===== src/dce_pkg.sv =====
// Shared constants for the DRAM controller with error correction
// Notes on behaviour
// - Controller clock is synchronized to the 8 MHz processor clock.
// - Each access drives row and column strobes; write strobe only on writes.
// - Processor accesses and refresh are arbitrated; both get serviced.
// - Every DRAM row is refreshed within the required refresh interval.
// - Addresses 1 MB as two banks of 256K by 22 one-bit parts.
// - Single-bit errors are corrected, double-bit errors detected.
// - Writes store computed check bits with the data word together.
// - Reads are checked and corrected before data goes to the processor.
// - Word writes complete with no wait state unless a burst refresh owns the memory.
// - Every read inserts at least one wait state for DRAM access time.
// - Error-free reads release wait after the minimum wait state.
// - Reads with an error hold wait two further wait states.
// - Processor is told of wait states and of uncorrectable errors.
// - Six check bits per sixteen-bit word, modified Hamming code.
// - Eight rows refreshed per 125 us period, all 256 rows in 4 ms.
// - Each access sequence starts from the address latch strobe.
// - Uncorrectable read errors raise the non-maskable interrupt request.
package dce_pkg;

  localparam int CLK_MHZ       = 125;
  localparam int CPU_CLK_MHZ   = 8;
  localparam int DATA_W        = 16;
  localparam int CHECK_W       = 6;
  localparam int WORD_W        = DATA_W + CHECK_W;
  localparam int ADDR_W        = 20;
  localparam int DRAM_A_W      = 9;
  localparam int BANKS         = 2;
  localparam int BANK_BIT      = 19;
  localparam int ROW_LSB       = 10;
  localparam int COL_LSB       = 1;
  localparam int REF_ROW_W     = 8;

  // DRAM timing in ns and their cycle counts (least times round up)
  localparam int T_RCD_NS      = 20;
  localparam int T_ACCESS_NS   = 120;
  localparam int T_RAS_NS      = 120;
  localparam int T_PRE_NS      = 100;
  localparam int T_WAIT_NS     = 1000 / CPU_CLK_MHZ;
  localparam int RCD_CYC       = (T_RCD_NS * CLK_MHZ + 999) / 1000;
  localparam int ACCESS_CYC    = (T_ACCESS_NS * CLK_MHZ + 999) / 1000;
  localparam int RAS_CYC       = (T_RAS_NS * CLK_MHZ + 999) / 1000;
  localparam int PRE_CYC       = (T_PRE_NS * CLK_MHZ + 999) / 1000;
  localparam int WAIT_CYC      = (T_WAIT_NS * CLK_MHZ + 999) / 1000;
  localparam int ERR_WAITS     = 2;
  localparam int ERR_CYC       = ERR_WAITS * WAIT_CYC;
  localparam int CNT_W         = 8;

  // Refresh budget
  localparam int T_REF_PERIOD_US = 125;
  localparam int REF_PERIOD_CYC  = T_REF_PERIOD_US * CLK_MHZ;
  localparam int REF_PER_PERIOD  = 8;
  localparam int OWED_W          = 5;
  localparam int OWED_MAX        = 31;

  // Code positions of the data bits in the Hamming word
  localparam logic [4:0] DATA_POS [DATA_W] = '{
    5'h03, 5'h05, 5'h06, 5'h07, 5'h09, 5'h0A, 5'h0B, 5'h0C,
    5'h0D, 5'h0E, 5'h0F, 5'h11, 5'h12, 5'h13, 5'h14, 5'h15};

  typedef enum logic [2:0] {
    DCE_IDLE, DCE_ROW, DCE_COL, DCE_ERRW, DCE_PRE, DCE_REF
  } dce_state_e;

endpackage


===== src/dce_ecc.sv =====
// Single-error-correct, double-error-detect code for one 16-bit word
`timescale 1ns/1ps
module dce_ecc
  import dce_pkg::*;
(
  // Write path
  input  wire logic [DATA_W-1:0]  wr_data,
  output logic      [CHECK_W-1:0] wr_check,
  // Read path
  input  wire logic [DATA_W-1:0]  rd_data,
  input  wire logic [CHECK_W-1:0] rd_check,
  output logic      [DATA_W-1:0]  fixed_data,
  output logic                    err_any,
  output logic                    err_fatal
);

  // Five Hamming bits plus an overall parity bit giving even word parity
  function automatic logic [CHECK_W-1:0] calc_check(logic [DATA_W-1:0] d);
    logic [CHECK_W-1:0] c;
    c = '0;
    for (int b = 0; b < CHECK_W-1; b++) begin
      for (int i = 0; i < DATA_W; i++) begin
        if (DATA_POS[i][b]) begin
          c[b] = c[b] ^ d[i];
        end
      end
    end
    c[CHECK_W-1] = ^d ^ ^c[CHECK_W-2:0];
    return c;
  endfunction

  logic [CHECK_W-1:0] rd_calc;
  logic [4:0]         syndrome;
  logic               par_err;

  assign wr_check = calc_check(wr_data);
  assign rd_calc  = calc_check(rd_data);
  assign syndrome = rd_calc[CHECK_W-2:0] ^ rd_check[CHECK_W-2:0];
  assign par_err  = ^{rd_data, rd_check};

  // Odd parity means a single error; even parity with a syndrome is double
  assign err_any   = par_err | (syndrome != '0);
  assign err_fatal = ~par_err & (syndrome != '0);

  always_comb begin
    fixed_data = rd_data;
    for (int i = 0; i < DATA_W; i++) begin
      if (par_err && DATA_POS[i] == syndrome) begin
        fixed_data[i] = ~rd_data[i];
      end
    end
  end

endmodule


===== src/dce_ctrl.sv =====
// DRAM controller top: access timing, refresh arbitration, wait and ECC
`timescale 1ns/1ps
module dce_ctrl
  import dce_pkg::*;
#(
  parameter int REF_PERIOD = REF_PERIOD_CYC
)(
  // Clock and reset
  input  wire logic                  clk,
  input  wire logic                  rst,
  // Processor side pins
  input  wire logic                  cpu_ale,
  input  wire logic                  cpu_mem_sel,
  input  wire logic                  bus_is_read,
  input  wire logic                  bus_is_write,
  input  wire logic [ADDR_W-1:0]     cpu_addr,
  input  wire logic [DATA_W-1:0]     cpu_wr_data,
  output logic      [DATA_W-1:0]     cpu_rd_data,
  output logic                       cpu_rd_data_oe,
  output logic                       cpu_wait,
  output logic                       cpu_hold,
  output logic                       cpu_nmi_req,
  // DRAM side pins
  output logic      [DRAM_A_W-1:0]   dram_addr,
  output logic      [BANKS-1:0]      dram_ras_n,
  output logic                       dram_cas_n,
  output logic                       dram_we_n,
  input  wire logic [WORD_W-1:0]     dram_dq_in,
  output logic      [WORD_W-1:0]     dram_dq_out,
  output logic                       dram_dq_oe
);

  ////////////////////////////////////////////////////////////////////////
  // Pin synchronisers
  logic              ale_s1_reg, ale_s2_reg, ale_s3_reg;
  logic              sel_s1_reg, sel_s2_reg;
  logic              rd_s1_reg, rd_s2_reg;
  logic              wr_s1_reg, wr_s2_reg;
  logic [ADDR_W-1:0] addr_s1_reg, addr_s2_reg;
  logic [DATA_W-1:0] wdat_s1_reg, wdat_s2_reg;
  logic              ale_rise;

  // The controller clock is derived in step with the processor clock,
  // but pins still pass two stages so no edge lands mid-sample.
  always_ff @(posedge clk) begin
    if (rst) begin
      ale_s1_reg <= 1'b0;
      ale_s2_reg <= 1'b0;
      ale_s3_reg <= 1'b0;
      sel_s1_reg <= 1'b0;
      sel_s2_reg <= 1'b0;
      rd_s1_reg  <= 1'b0;
      rd_s2_reg  <= 1'b0;
      wr_s1_reg  <= 1'b0;
      wr_s2_reg  <= 1'b0;
    end else begin
      ale_s1_reg <= cpu_ale;
      ale_s2_reg <= ale_s1_reg;
      ale_s3_reg <= ale_s2_reg;
      sel_s1_reg <= cpu_mem_sel;
      sel_s2_reg <= sel_s1_reg;
      rd_s1_reg  <= bus_is_read;
      rd_s2_reg  <= rd_s1_reg;
      wr_s1_reg  <= bus_is_write;
      wr_s2_reg  <= wr_s1_reg;
    end
  end

  always_ff @(posedge clk) begin
    addr_s1_reg <= cpu_addr;
    addr_s2_reg <= addr_s1_reg;
    wdat_s1_reg <= cpu_wr_data;
    wdat_s2_reg <= wdat_s1_reg;
  end

  assign ale_rise = ale_s2_reg & ~ale_s3_reg;

  ////////////////////////////////////////////////////////////////////////
  // Request capture
  logic              req_reg;
  logic              req_read_reg;
  logic [ADDR_W-1:0] req_addr_reg;
  logic              acc_start;
  dce_state_e        state_reg;
  logic [CNT_W-1:0]  cnt_reg;

  // Bus controller marks the cycle as read or write; non-memory cycles
  // leave the DRAM free for hidden refresh.
  always_ff @(posedge clk) begin
    if (rst) begin
      req_reg      <= 1'b0;
      req_read_reg <= 1'b0;
      req_addr_reg <= '0;
    end else if (ale_rise && sel_s2_reg && (rd_s2_reg || wr_s2_reg)) begin
      req_reg      <= 1'b1;
      req_read_reg <= rd_s2_reg;
      req_addr_reg <= addr_s2_reg;
    end else if (acc_start) begin
      req_reg      <= 1'b0;
    end
  end

  ////////////////////////////////////////////////////////////////////////
  // Refresh budget
  logic [$clog2(REF_PERIOD)-1:0] ref_tmr_reg;
  logic                          ref_tick;
  logic [OWED_W-1:0]             owed_reg;
  logic [OWED_W:0]               owed_sum;
  logic                          ref_done;
  logic                          burst_reg;
  logic [REF_ROW_W-1:0]          ref_row_reg;

  assign ref_tick = (ref_tmr_reg == '0);

  always_ff @(posedge clk) begin
    if (rst) begin
      ref_tmr_reg <= '0;
    end else if (ref_tick) begin
      ref_tmr_reg <= ($clog2(REF_PERIOD))'(REF_PERIOD - 1);
    end else begin
      ref_tmr_reg <= ref_tmr_reg - 1'b1;
    end
  end

  // A refresh finishing on the tick cycle is still counted.
  always_comb begin
    owed_sum = {1'b0, owed_reg};
    if (ref_tick) begin
      owed_sum = owed_sum + (OWED_W+1)'(REF_PER_PERIOD);
    end
    if (ref_done) begin
      owed_sum = owed_sum - 1'b1;
    end
  end

  always_ff @(posedge clk) begin
    if (rst) begin
      owed_reg <= '0;
    end else if (owed_sum > (OWED_W+1)'(OWED_MAX)) begin
      owed_reg <= OWED_W'(OWED_MAX);
    end else begin
      owed_reg <= owed_sum[OWED_W-1:0];
    end
  end

  // Rows left over at the period end force a burst that holds the CPU
  always_ff @(posedge clk) begin
    if (rst) begin
      burst_reg <= 1'b0;
    end else if (ref_tick && owed_reg != '0) begin
      burst_reg <= 1'b1;
    end else if (owed_reg == '0) begin
      burst_reg <= 1'b0;
    end
  end

  always_ff @(posedge clk) begin
    if (rst) begin
      ref_row_reg <= '0;
    end else if (ref_done) begin
      ref_row_reg <= ref_row_reg + 1'b1;
    end
  end

  ////////////////////////////////////////////////////////////////////////
  // Timing generator
  logic [WORD_W-1:0] wr_word;
  logic [CHECK_W-1:0] wr_check;
  logic [DATA_W-1:0] fixed_data;
  logic              err_any;
  logic              err_fatal;
  logic              cnt_zero;
  logic              bank;

  assign cnt_zero  = (cnt_reg == '0);
  assign bank      = req_addr_reg[BANK_BIT];
  // Priority: owed burst, then the CPU, then hidden refresh when idle
  assign acc_start = (state_reg == DCE_IDLE) && req_reg && !burst_reg;
  assign ref_done  = (state_reg == DCE_REF) && cnt_zero;
  assign wr_word   = {wr_check, wdat_s2_reg};

  dce_ecc u_ecc (
    .wr_data    (wdat_s2_reg),
    .wr_check   (wr_check),
    .rd_data    (dram_dq_in[DATA_W-1:0]),
    .rd_check   (dram_dq_in[WORD_W-1:DATA_W]),
    .fixed_data (fixed_data),
    .err_any    (err_any),
    .err_fatal  (err_fatal)
  );

  always_ff @(posedge clk) begin
    if (rst) begin
      state_reg <= DCE_IDLE;
      cnt_reg   <= '0;
    end else begin
      unique case (state_reg)
        DCE_IDLE: begin
          if (acc_start) begin
            state_reg <= DCE_ROW;
            cnt_reg   <= CNT_W'(RCD_CYC - 1);
          end else if (owed_reg != '0) begin
            state_reg <= DCE_REF;
            cnt_reg   <= CNT_W'(RAS_CYC - 1);
          end
        end
        DCE_ROW: begin
          if (cnt_zero) begin
            state_reg <= DCE_COL;
            cnt_reg   <= CNT_W'(ACCESS_CYC - 1);
          end else begin
            cnt_reg <= cnt_reg - 1'b1;
          end
        end
        DCE_COL: begin
          if (!cnt_zero) begin
            cnt_reg <= cnt_reg - 1'b1;
          end else if (req_read_reg && err_any) begin
            state_reg <= DCE_ERRW;
            cnt_reg   <= CNT_W'(ERR_CYC - 1);
          end else begin
            state_reg <= DCE_PRE;
            cnt_reg   <= CNT_W'(PRE_CYC - 1);
          end
        end
        DCE_ERRW: begin
          if (cnt_zero) begin
            state_reg <= DCE_PRE;
            cnt_reg   <= CNT_W'(PRE_CYC - 1);
          end else begin
            cnt_reg <= cnt_reg - 1'b1;
          end
        end
        DCE_PRE: begin
          if (cnt_zero) begin
            state_reg <= DCE_IDLE;
          end else begin
            cnt_reg <= cnt_reg - 1'b1;
          end
        end
        DCE_REF: begin
          if (cnt_zero) begin
            state_reg <= DCE_PRE;
            cnt_reg   <= CNT_W'(PRE_CYC - 1);
          end else begin
            cnt_reg <= cnt_reg - 1'b1;
          end
        end
        default: begin
          state_reg <= DCE_IDLE;
        end
      endcase
    end
  end

  ////////////////////////////////////////////////////////////////////////
  // DRAM pins
  always_ff @(posedge clk) begin
    if (rst) begin
      dram_ras_n  <= '1;
      dram_cas_n  <= 1'b1;
      dram_we_n   <= 1'b1;
      dram_addr   <= '0;
      dram_dq_out <= '0;
      dram_dq_oe  <= 1'b0;
    end else begin
      dram_ras_n  <= '1;
      dram_cas_n  <= 1'b1;
      dram_we_n   <= 1'b1;
      dram_dq_oe  <= 1'b0;
      unique case (state_reg)
        DCE_ROW: begin
          dram_ras_n[bank] <= 1'b0;
          dram_addr <= req_addr_reg[ROW_LSB +: DRAM_A_W];
        end
        DCE_COL: begin
          dram_ras_n[bank] <= 1'b0;
          dram_cas_n       <= 1'b0;
          dram_addr <= req_addr_reg[COL_LSB +: DRAM_A_W];
          if (!req_read_reg) begin
            dram_we_n   <= 1'b0;
            dram_dq_out <= wr_word;
            dram_dq_oe  <= 1'b1;
          end
        end
        DCE_REF: begin
          // RAS-only refresh of the same row in both banks
          dram_ras_n <= '0;
          dram_addr  <= DRAM_A_W'(ref_row_reg);
        end
        default: begin
        end
      endcase
    end
  end

  ////////////////////////////////////////////////////////////////////////
  // Processor answer
  logic wait_reg;

  // Wait rises with the latch strobe of a read so the CPU sees it in time;
  // writes never wait unless a burst refresh owns the memory.
  always_ff @(posedge clk) begin
    if (rst) begin
      wait_reg <= 1'b0;
    end else if (ale_rise && sel_s2_reg && rd_s2_reg) begin
      wait_reg <= 1'b1;
    end else if (state_reg == DCE_COL && cnt_zero && !err_any) begin
      wait_reg <= 1'b0;
    end else if (state_reg == DCE_ERRW && cnt_zero) begin
      wait_reg <= 1'b0;
    end
  end

  assign cpu_wait = wait_reg | (burst_reg & req_reg);
  assign cpu_hold = burst_reg;

  // Data word is corrected before it reaches the bus
  always_ff @(posedge clk) begin
    if (rst) begin
      cpu_rd_data    <= '0;
      cpu_rd_data_oe <= 1'b0;
    end else if (state_reg == DCE_COL && cnt_zero && req_read_reg) begin
      cpu_rd_data    <= fixed_data;
      cpu_rd_data_oe <= 1'b1;
    end else if (ale_rise) begin
      cpu_rd_data_oe <= 1'b0;
    end
  end

  // Interrupt request stands until the next address latch strobe of any bus cycle
  always_ff @(posedge clk) begin
    if (rst) begin
      cpu_nmi_req <= 1'b0;
    end else if (state_reg == DCE_COL && cnt_zero && req_read_reg &&
                 err_fatal) begin
      cpu_nmi_req <= 1'b1;
    end else if (ale_rise) begin
      cpu_nmi_req <= 1'b0;
    end
  end

endmodule


===== config.mk =====
export PLATFORM = sky130hd
export DESIGN_NAME = dce_ctrl
export DESIGN_NICKNAME = d
export VERILOG_FILES = /design/src/dce_pkg.sv /design/src/dce_ecc.sv /design/src/dce_ctrl.sv
export SDC_FILE = /design/constraint.sdc
export NUM_CORES = 1
export LEC_CHECK = 0
export ABC_AREA = 1
export ABC_CLOCK_PERIOD_IN_PS = 3950
export BUFFER_PORTS_ARGS = -buffer_cell sky130_fd_sc_hd__buf_4
export CAP_MARGIN = 10
export CELL_PAD_IN_SITES_DETAIL_PLACEMENT = 1
export CELL_PAD_IN_SITES_GLOBAL_PLACEMENT = 1
export CORE_MARGIN = 2
export CORE_UTILIZATION = 45
export CTS_CLUSTER_SIZE = 25
export DETAILED_ROUTE_END_ITERATION = 7
export PLACE_DENSITY_LB_ADDON = 0.12
export SKIP_LAST_GASP = 1
export SYNTH_ARGS = -nofsm -noshare
export SYNTH_HDL_FRONTEND = slang
export SYNTH_HIERARCHICAL = 1
export SYNTH_SLANG_ARGS = --single-unit
export TNS_END_PERCENT = 20

===== constraint.sdc =====
create_clock -name clk -period 3.95 [get_ports clk]
set_input_delay 0.1975 -clock clk [delete_from_list [all_inputs] [get_ports clk]]
set_output_delay 0.1975 -clock clk [all_outputs]
set_load 0.02 [all_outputs]

# Yosys cells after proc, flatten, opt, wreduce, memory -nomap -nowiden
# Index checks and enable logic that the tools add are counted.
# word_totals
input_bits,64
reg_bits,197
word_cells,275
# classes
order_cmp,3
n_reduce_logical,56
n_eq_ne,27
mux,53
bitwise,98
n_addsub,5
# op_table
op,n
1-bit bitwise XOR,71
8-bit 2-to-1 mux,6
8-bit one-hot mux with 5 select lines,1
"4-bit by 5-bit equality test with 1-bit output, first input constant",7
1-bit logical AND,30
1-bit 2-to-1 mux,30
9-bit one-hot mux with 3 select lines,1
"5-bit equality test, first input constant",5
22-bit XOR reduction,1
3-bit 2-to-1 mux,7
1-bit NOT,20
16-bit XOR reduction,1
"3-bit by 5-bit equality test with 1-bit output, first input constant",3
3-bit one-hot mux with 5 select lines,1
5-bit nonzero test,3
14-bit zero test,1
14-bit 2-to-1 mux,1
"14-bit by 1-bit subtractor with 14-bit output, second input constant",1
6-bit 2-to-1 mux,2
5-bit 2-to-1 mux,2
"8-bit by 1-bit adder with 8-bit output, second input constant",1
8-bit zero test,1
"2-bit inequality test, second input constant",4
2-bit nonzero test,4
28 further kinds,38

# Longest topological paths before layout
# depth
ltp_word,16
mapped_depth,20
mapped_depth_nobuf,19

# Cells and area by module
# The synthesis kept the hierarchy.
# modules_own_cells
mod,seq_area_each_um2,area_each_um2,cells_per_inst,n_inst
dce_ctrl,3883.7,6666.4,761,1
dce_ecc,0.0,1993.2,436,1

# Worst setup path after synthesis
# OpenSTA, ideal clock, no wires.
# synth_path
path_kind,input port to flip-flop
start,input dram_dq_in[10]
end,register cnt_reg[4]
arrival_ps,1709
stages,19
setup_slack_ps,2125
n_path_buf,1
cell_sequence,buf_2 -> nand2_1 -> inv_1 -> nor2_1 -> nand2_1 -> nand2_1 -> nand2_1 -> nand2_1 -> nand2_1 -> nand2_1 -> nand2_1 -> nor3_1 -> nand3_1 -> nand2_1 -> nand2_1 -> nand2_1 -> nand2_1 -> a21oi_1 -> nor2_1
# synth_between
elab_chain_len,11
word_cells_on_any_way,19
classes_between,3 x mux; 13 x bitwise; 3 x reduce/logical
# synth_rtl
element,line_no,rtl
start: declaration,dce_ctrl.sv:28,"input wire logic [WORD_W-1:0] dram_dq_in,"
1-bit bitwise XOR (4 in a row),dce_ecc.sv:24,c[b] = c[b] ^ d[i];
5-bit bitwise XOR,dce_ecc.sv:38,assign syndrome = rd_calc[CHECK_W-2:0] ^ rd_check[CHECK_W-2:0];
5-bit nonzero test,dce_ecc.sv:42,assign err_any = par_err | (syndrome != '0);
1-bit OR (*),dce_ecc.sv:42,
via err_any,dce_ctrl.sv:170,logic err_any;
1-bit logical AND (*),dce_ctrl.sv:218,end else if (req_read_reg && err_any) begin
5-bit 2-to-1 mux (*),dce_ctrl.sv:218,
8-bit 2-to-1 mux (*),dce_ctrl.sv:216,if (!cnt_zero) begin
8-bit one-hot mux with 5 select lines (*),dce_ctrl.sv:197,unique case (state_reg)
end signal: assignment,dce_ctrl.sv:201,cnt_reg <= CNT_W'(RCD_CYC - 1);
end signal: assignment,dce_ctrl.sv:217,cnt_reg <= cnt_reg - 1'b1;
end signal: assignment,dce_ctrl.sv:220,cnt_reg <= CNT_W'(ERR_CYC - 1);
end: declaration,dce_ctrl.sv:85,logic [CNT_W-1:0] cnt_reg;
# Mark *: on every way through the listed nets, which the timed path passes. The rest lies on a longest branch.
# A chain may end at the register's enable or synchronous reset.

# Worst setup path in the final report
# layout_path
start,register state_reg[2]
end,register dram_dq_out[10]
# layout_between
elab_chain_len,2
# layout_rtl
element,line_no,rtl
start: declaration,dce_ctrl.sv:84,dce_state_e state_reg;
start signal: assignment,dce_ctrl.sv:194,state_reg <= DCE_IDLE;
start signal: assignment,dce_ctrl.sv:200,state_reg <= DCE_ROW;
start signal: assignment,dce_ctrl.sv:203,state_reg <= DCE_REF;
3-bit by 2-bit equality test with 1-bit output,dce_ctrl.sv:271,unique case (state_reg)
2-bit AND reduction (no line),--,
end signal: assignment,dce_ctrl.sv:282,dram_dq_out <= wr_word;
end: declaration,dce_ctrl.sv:29,"output logic [WORD_W-1:0] dram_dq_out,"
# No other way between the ends.

==> key figures <==
Drt
  – # DRC: 0
  – DRT antenna net count: 0
  – First drt pass iteration count: 4
  – Vias per std cell: 5.13
  – Via count: 8164
  – Initial drt markers: 288
  – Post-Route WL: 25100 µm
  – WL/cell: 15.8 µm

Synth
  – FF+latch count, synth: 194
  – Mapped Area: 0.00866 mm²
  – Asr flop ratio synth: 0%
  – Top post-synthesis cells by count: 333 x nand2_1, 194 x dfxtp_1, 130 x nor2_1
  – Register area share after synthesis: 44.8%
  – Synth unique cells: 46
  – Share of the synthesized area in the top cell type: 44.8%
  – EDFF count, synth: 0
  – Post-synth top area cell: dfxtp_1
  – Synth top area cells: dfxtp_1 45%, nand2_1 14%, nor2_1 5.6%
  – Warnings, synthesis: 6
  – Syn Nets: 1268
  – Count leader, synth: nand2_1
  – Syn avg cell area: 7.23 µm²
  – Cells after Synth: 1197
  – Most used DFF post-synth: dfxtp_1

Clock tree
  – CTS Hold Buffers Added: 39
  – Clk buf depth: 2
  – Sinks on Clock Net: 194
  – Worst-path clk slew: 0.07 ns
  – Htree depth: 4
  – CTS tree: done
  – CTS Buf Count: 17
  – PostCTS Resize Cnt: 0
  – Root Driver: clkbuf_16
  – Clk_lat worst skew: 0.44 ns
  – Post-CTS Setup Bufs: 0

Power and ir drop
  – Static leakage: 0.00507 µW
  – PD cells: 608 mW/mm²
  – Peak VDD IR: 377 µV

Die
  – Core area: 0.0188 mm²
  – Initial Util: 46.1%
  – Full die area: 0.0204 mm²
  – DIE WIDTH: 143 µm
  – I/O Pins: 120
  – Die height: 143 µm
  – Rows: 50

STA
  – F_max: 379 MHz
  – Setup_tns: 0 ns
  – Worst-margin pin slew: 0.867 ns
  – # setup viols final: 0
  – Post-route setup slack: 1.31 ns
  – Final hold vios: 0
  – Clock skew: 0.0137 ns
  – Minimum clock period: 2.64 ns
  – Fin. max-slew vios: 0
  – Rel. slew slack: 42.2%
  – Fin crit share: 66.8%
  – Hold slack: 0.149 ns
  – RSZ-0062 raised after global routing: no

Min path
  – WHS Endpoint: cpu_rd_data[14]
  – Worst Min Path Start: dram_dq_in[14]
  – Hold Path Class: in -> reg
  – Cell depth of the worst min-delay path: 5

Global routing
  – Number of global-route vias before repair: 8599
  – First-pass GRT wire length: 41700 µm
  – Pin count of the biggest net entering global routing: 68
  – Gr usage total: 25.7%
  – Initial antenna violation count: 1
  – GRT Residual Overflow: 0

Critical path
  – Worst Path Class, Setup: reg -> reg
  – CP max FO: 23
  – Reg2reg setup slack: 1.31 ns
  – Element type at the critical path end: flip-flop
  – Reg2Reg Depth: 8
  – Worst Path Required: 4.28 ns
  – Reg-to-reg critical path startpoint: state_reg[2]
  – WP data arrival: 2.97 ns
  – Setup crit start: state_reg[2]
  – Startpoint types: flip-flop
  – Worst r2r dst: dram_dq_out[10]

Cells and area
  – Share of layout cells above drive strength 1: 16.7%
  – Largest register by flop count: dram_dq_out
  – P&R area growth vs syn: 23.0%
  – Post-route cell area: 0.0107 mm²
  – Fin nets: 1413
  – Max reg flops: 22

Placement
  – Final Wtd Congestion: 0.816
  – Placed inst area: 0.00967 mm²
  – Pre-CTS WS: 1.23 ns
  – Post-detail-place hpwl: 17100 µm
  – I/O Buffers: 118

Outcome
  – Status: finished clean

Run
  – Max-cap violations: 0
-- power breakdown --
| part | switching, µW | leakage, µW | internal (µW) | total, µW |
|---|---|---|---|---|
| registers | 191 | 0.00160 | 2230 | 2420 |
| clock network | 844 | 0.000285 | 858 | 1700 |
| logic | 1540 | 0.00318 | 815 | 2360 |
-- cell usage in the layout (no fill, tap or decap), drive strengths merged, types with 2 or more instances in the layout --
cell / Yosys / final
a21oi: 80 / 80
a31oi: 2 / 2
buf: 16 / 121
clkbuf: 18 / 18
clkinv: 0 / 9
dfxtp: 194 / 194
dlygate4sd3: 0 / 39
ha: 7 / 7
inv: 142 / 146
nand2: 354 / 354
nand3: 63 / 63
nand3b: 6 / 6
nand4: 21 / 21
nor2: 139 / 139
nor3: 10 / 10
nor3b: 2 / 2
nor4: 3 / 3
o21a: 2 / 2
o21ai: 73 / 73
o221ai: 3 / 3
o22ai: 6 / 6
or2: 7 / 7
xnor2: 19 / 19
xor2: 24 / 24
-- worst max-delay path, stage by stage (launching register included) --
cell     delay, ns
dfxtp_1       0.38
inv_2         0.10
nand2_2       0.08
inv_2         0.05
nand2_2       0.19
nor2_2        0.74
inv_1         0.61
nor2_1        0.28
nor2_1        0.09
-- through the flow --
stage,util [%],total power [µW],cells
6_report,56.8,6480,1590
5_1_grt,56.8,6930,1590
4_1_cts,56.8,6480,1589
3_5_place_dp,51.5,4740,1518
3_3_place_gp,51.5,4640,1518
2_1_floorplan,-,4110,1197
-- logic make-up (layout without fill, tap and decap cells) --
family	after synthesis	after routing	synth area share (%)
AO/OA/AOI/OAI	172	172	10.6
adder cells (fa/ha/maj)	7	7	1.01
other	0	1	0
buffers and inverters	176	334	8.41
flip-flops	194	194	44.8
AND/OR/NAND/NOR	605	605	30.7
XOR/XNOR	43	43	4.44
-- final cells by class --
| cell class | instances | area [µm²] |
|---|---|---|
| tap | 234 | 293 |
| clock inverter | 14 | 148 |
| fill | 2389 | 8110 |
| clock buffer | 18 | 439 |
| inverter | 142 | 538 |
| timing repair buffer | 160 | 1300 |
| multi-input combinational | 827 | 4050 |
| sequential | 194 | 3880 |
| antenna | 1 | 2.50 |
-- how the worst max path moves through the flow --
stage,endpoint,slack [ns],cells after the start
final,dram_dq_out[10],1.31,8
after global routing,dram_dq_out[5],1.07,8
after CTS,dram_dq_out[0],1.41,8
after detailed placement,cnt_reg[4],1.23,16
after global placement,cnt_reg[4],1.33,14
after floorplan,cnt_reg[4],2.13,19
-- routing by layer --
metal,share of wire (%),global-route usage (%),vias up
met4,1.8,7.45,0
met2,51,46.7,124
met5,0,0,-
met3,2.6,4.66,32
met1,45,30.8,3914
li1,-,-,4094
No activity file was read; power rests on OpenSTA's default activity.
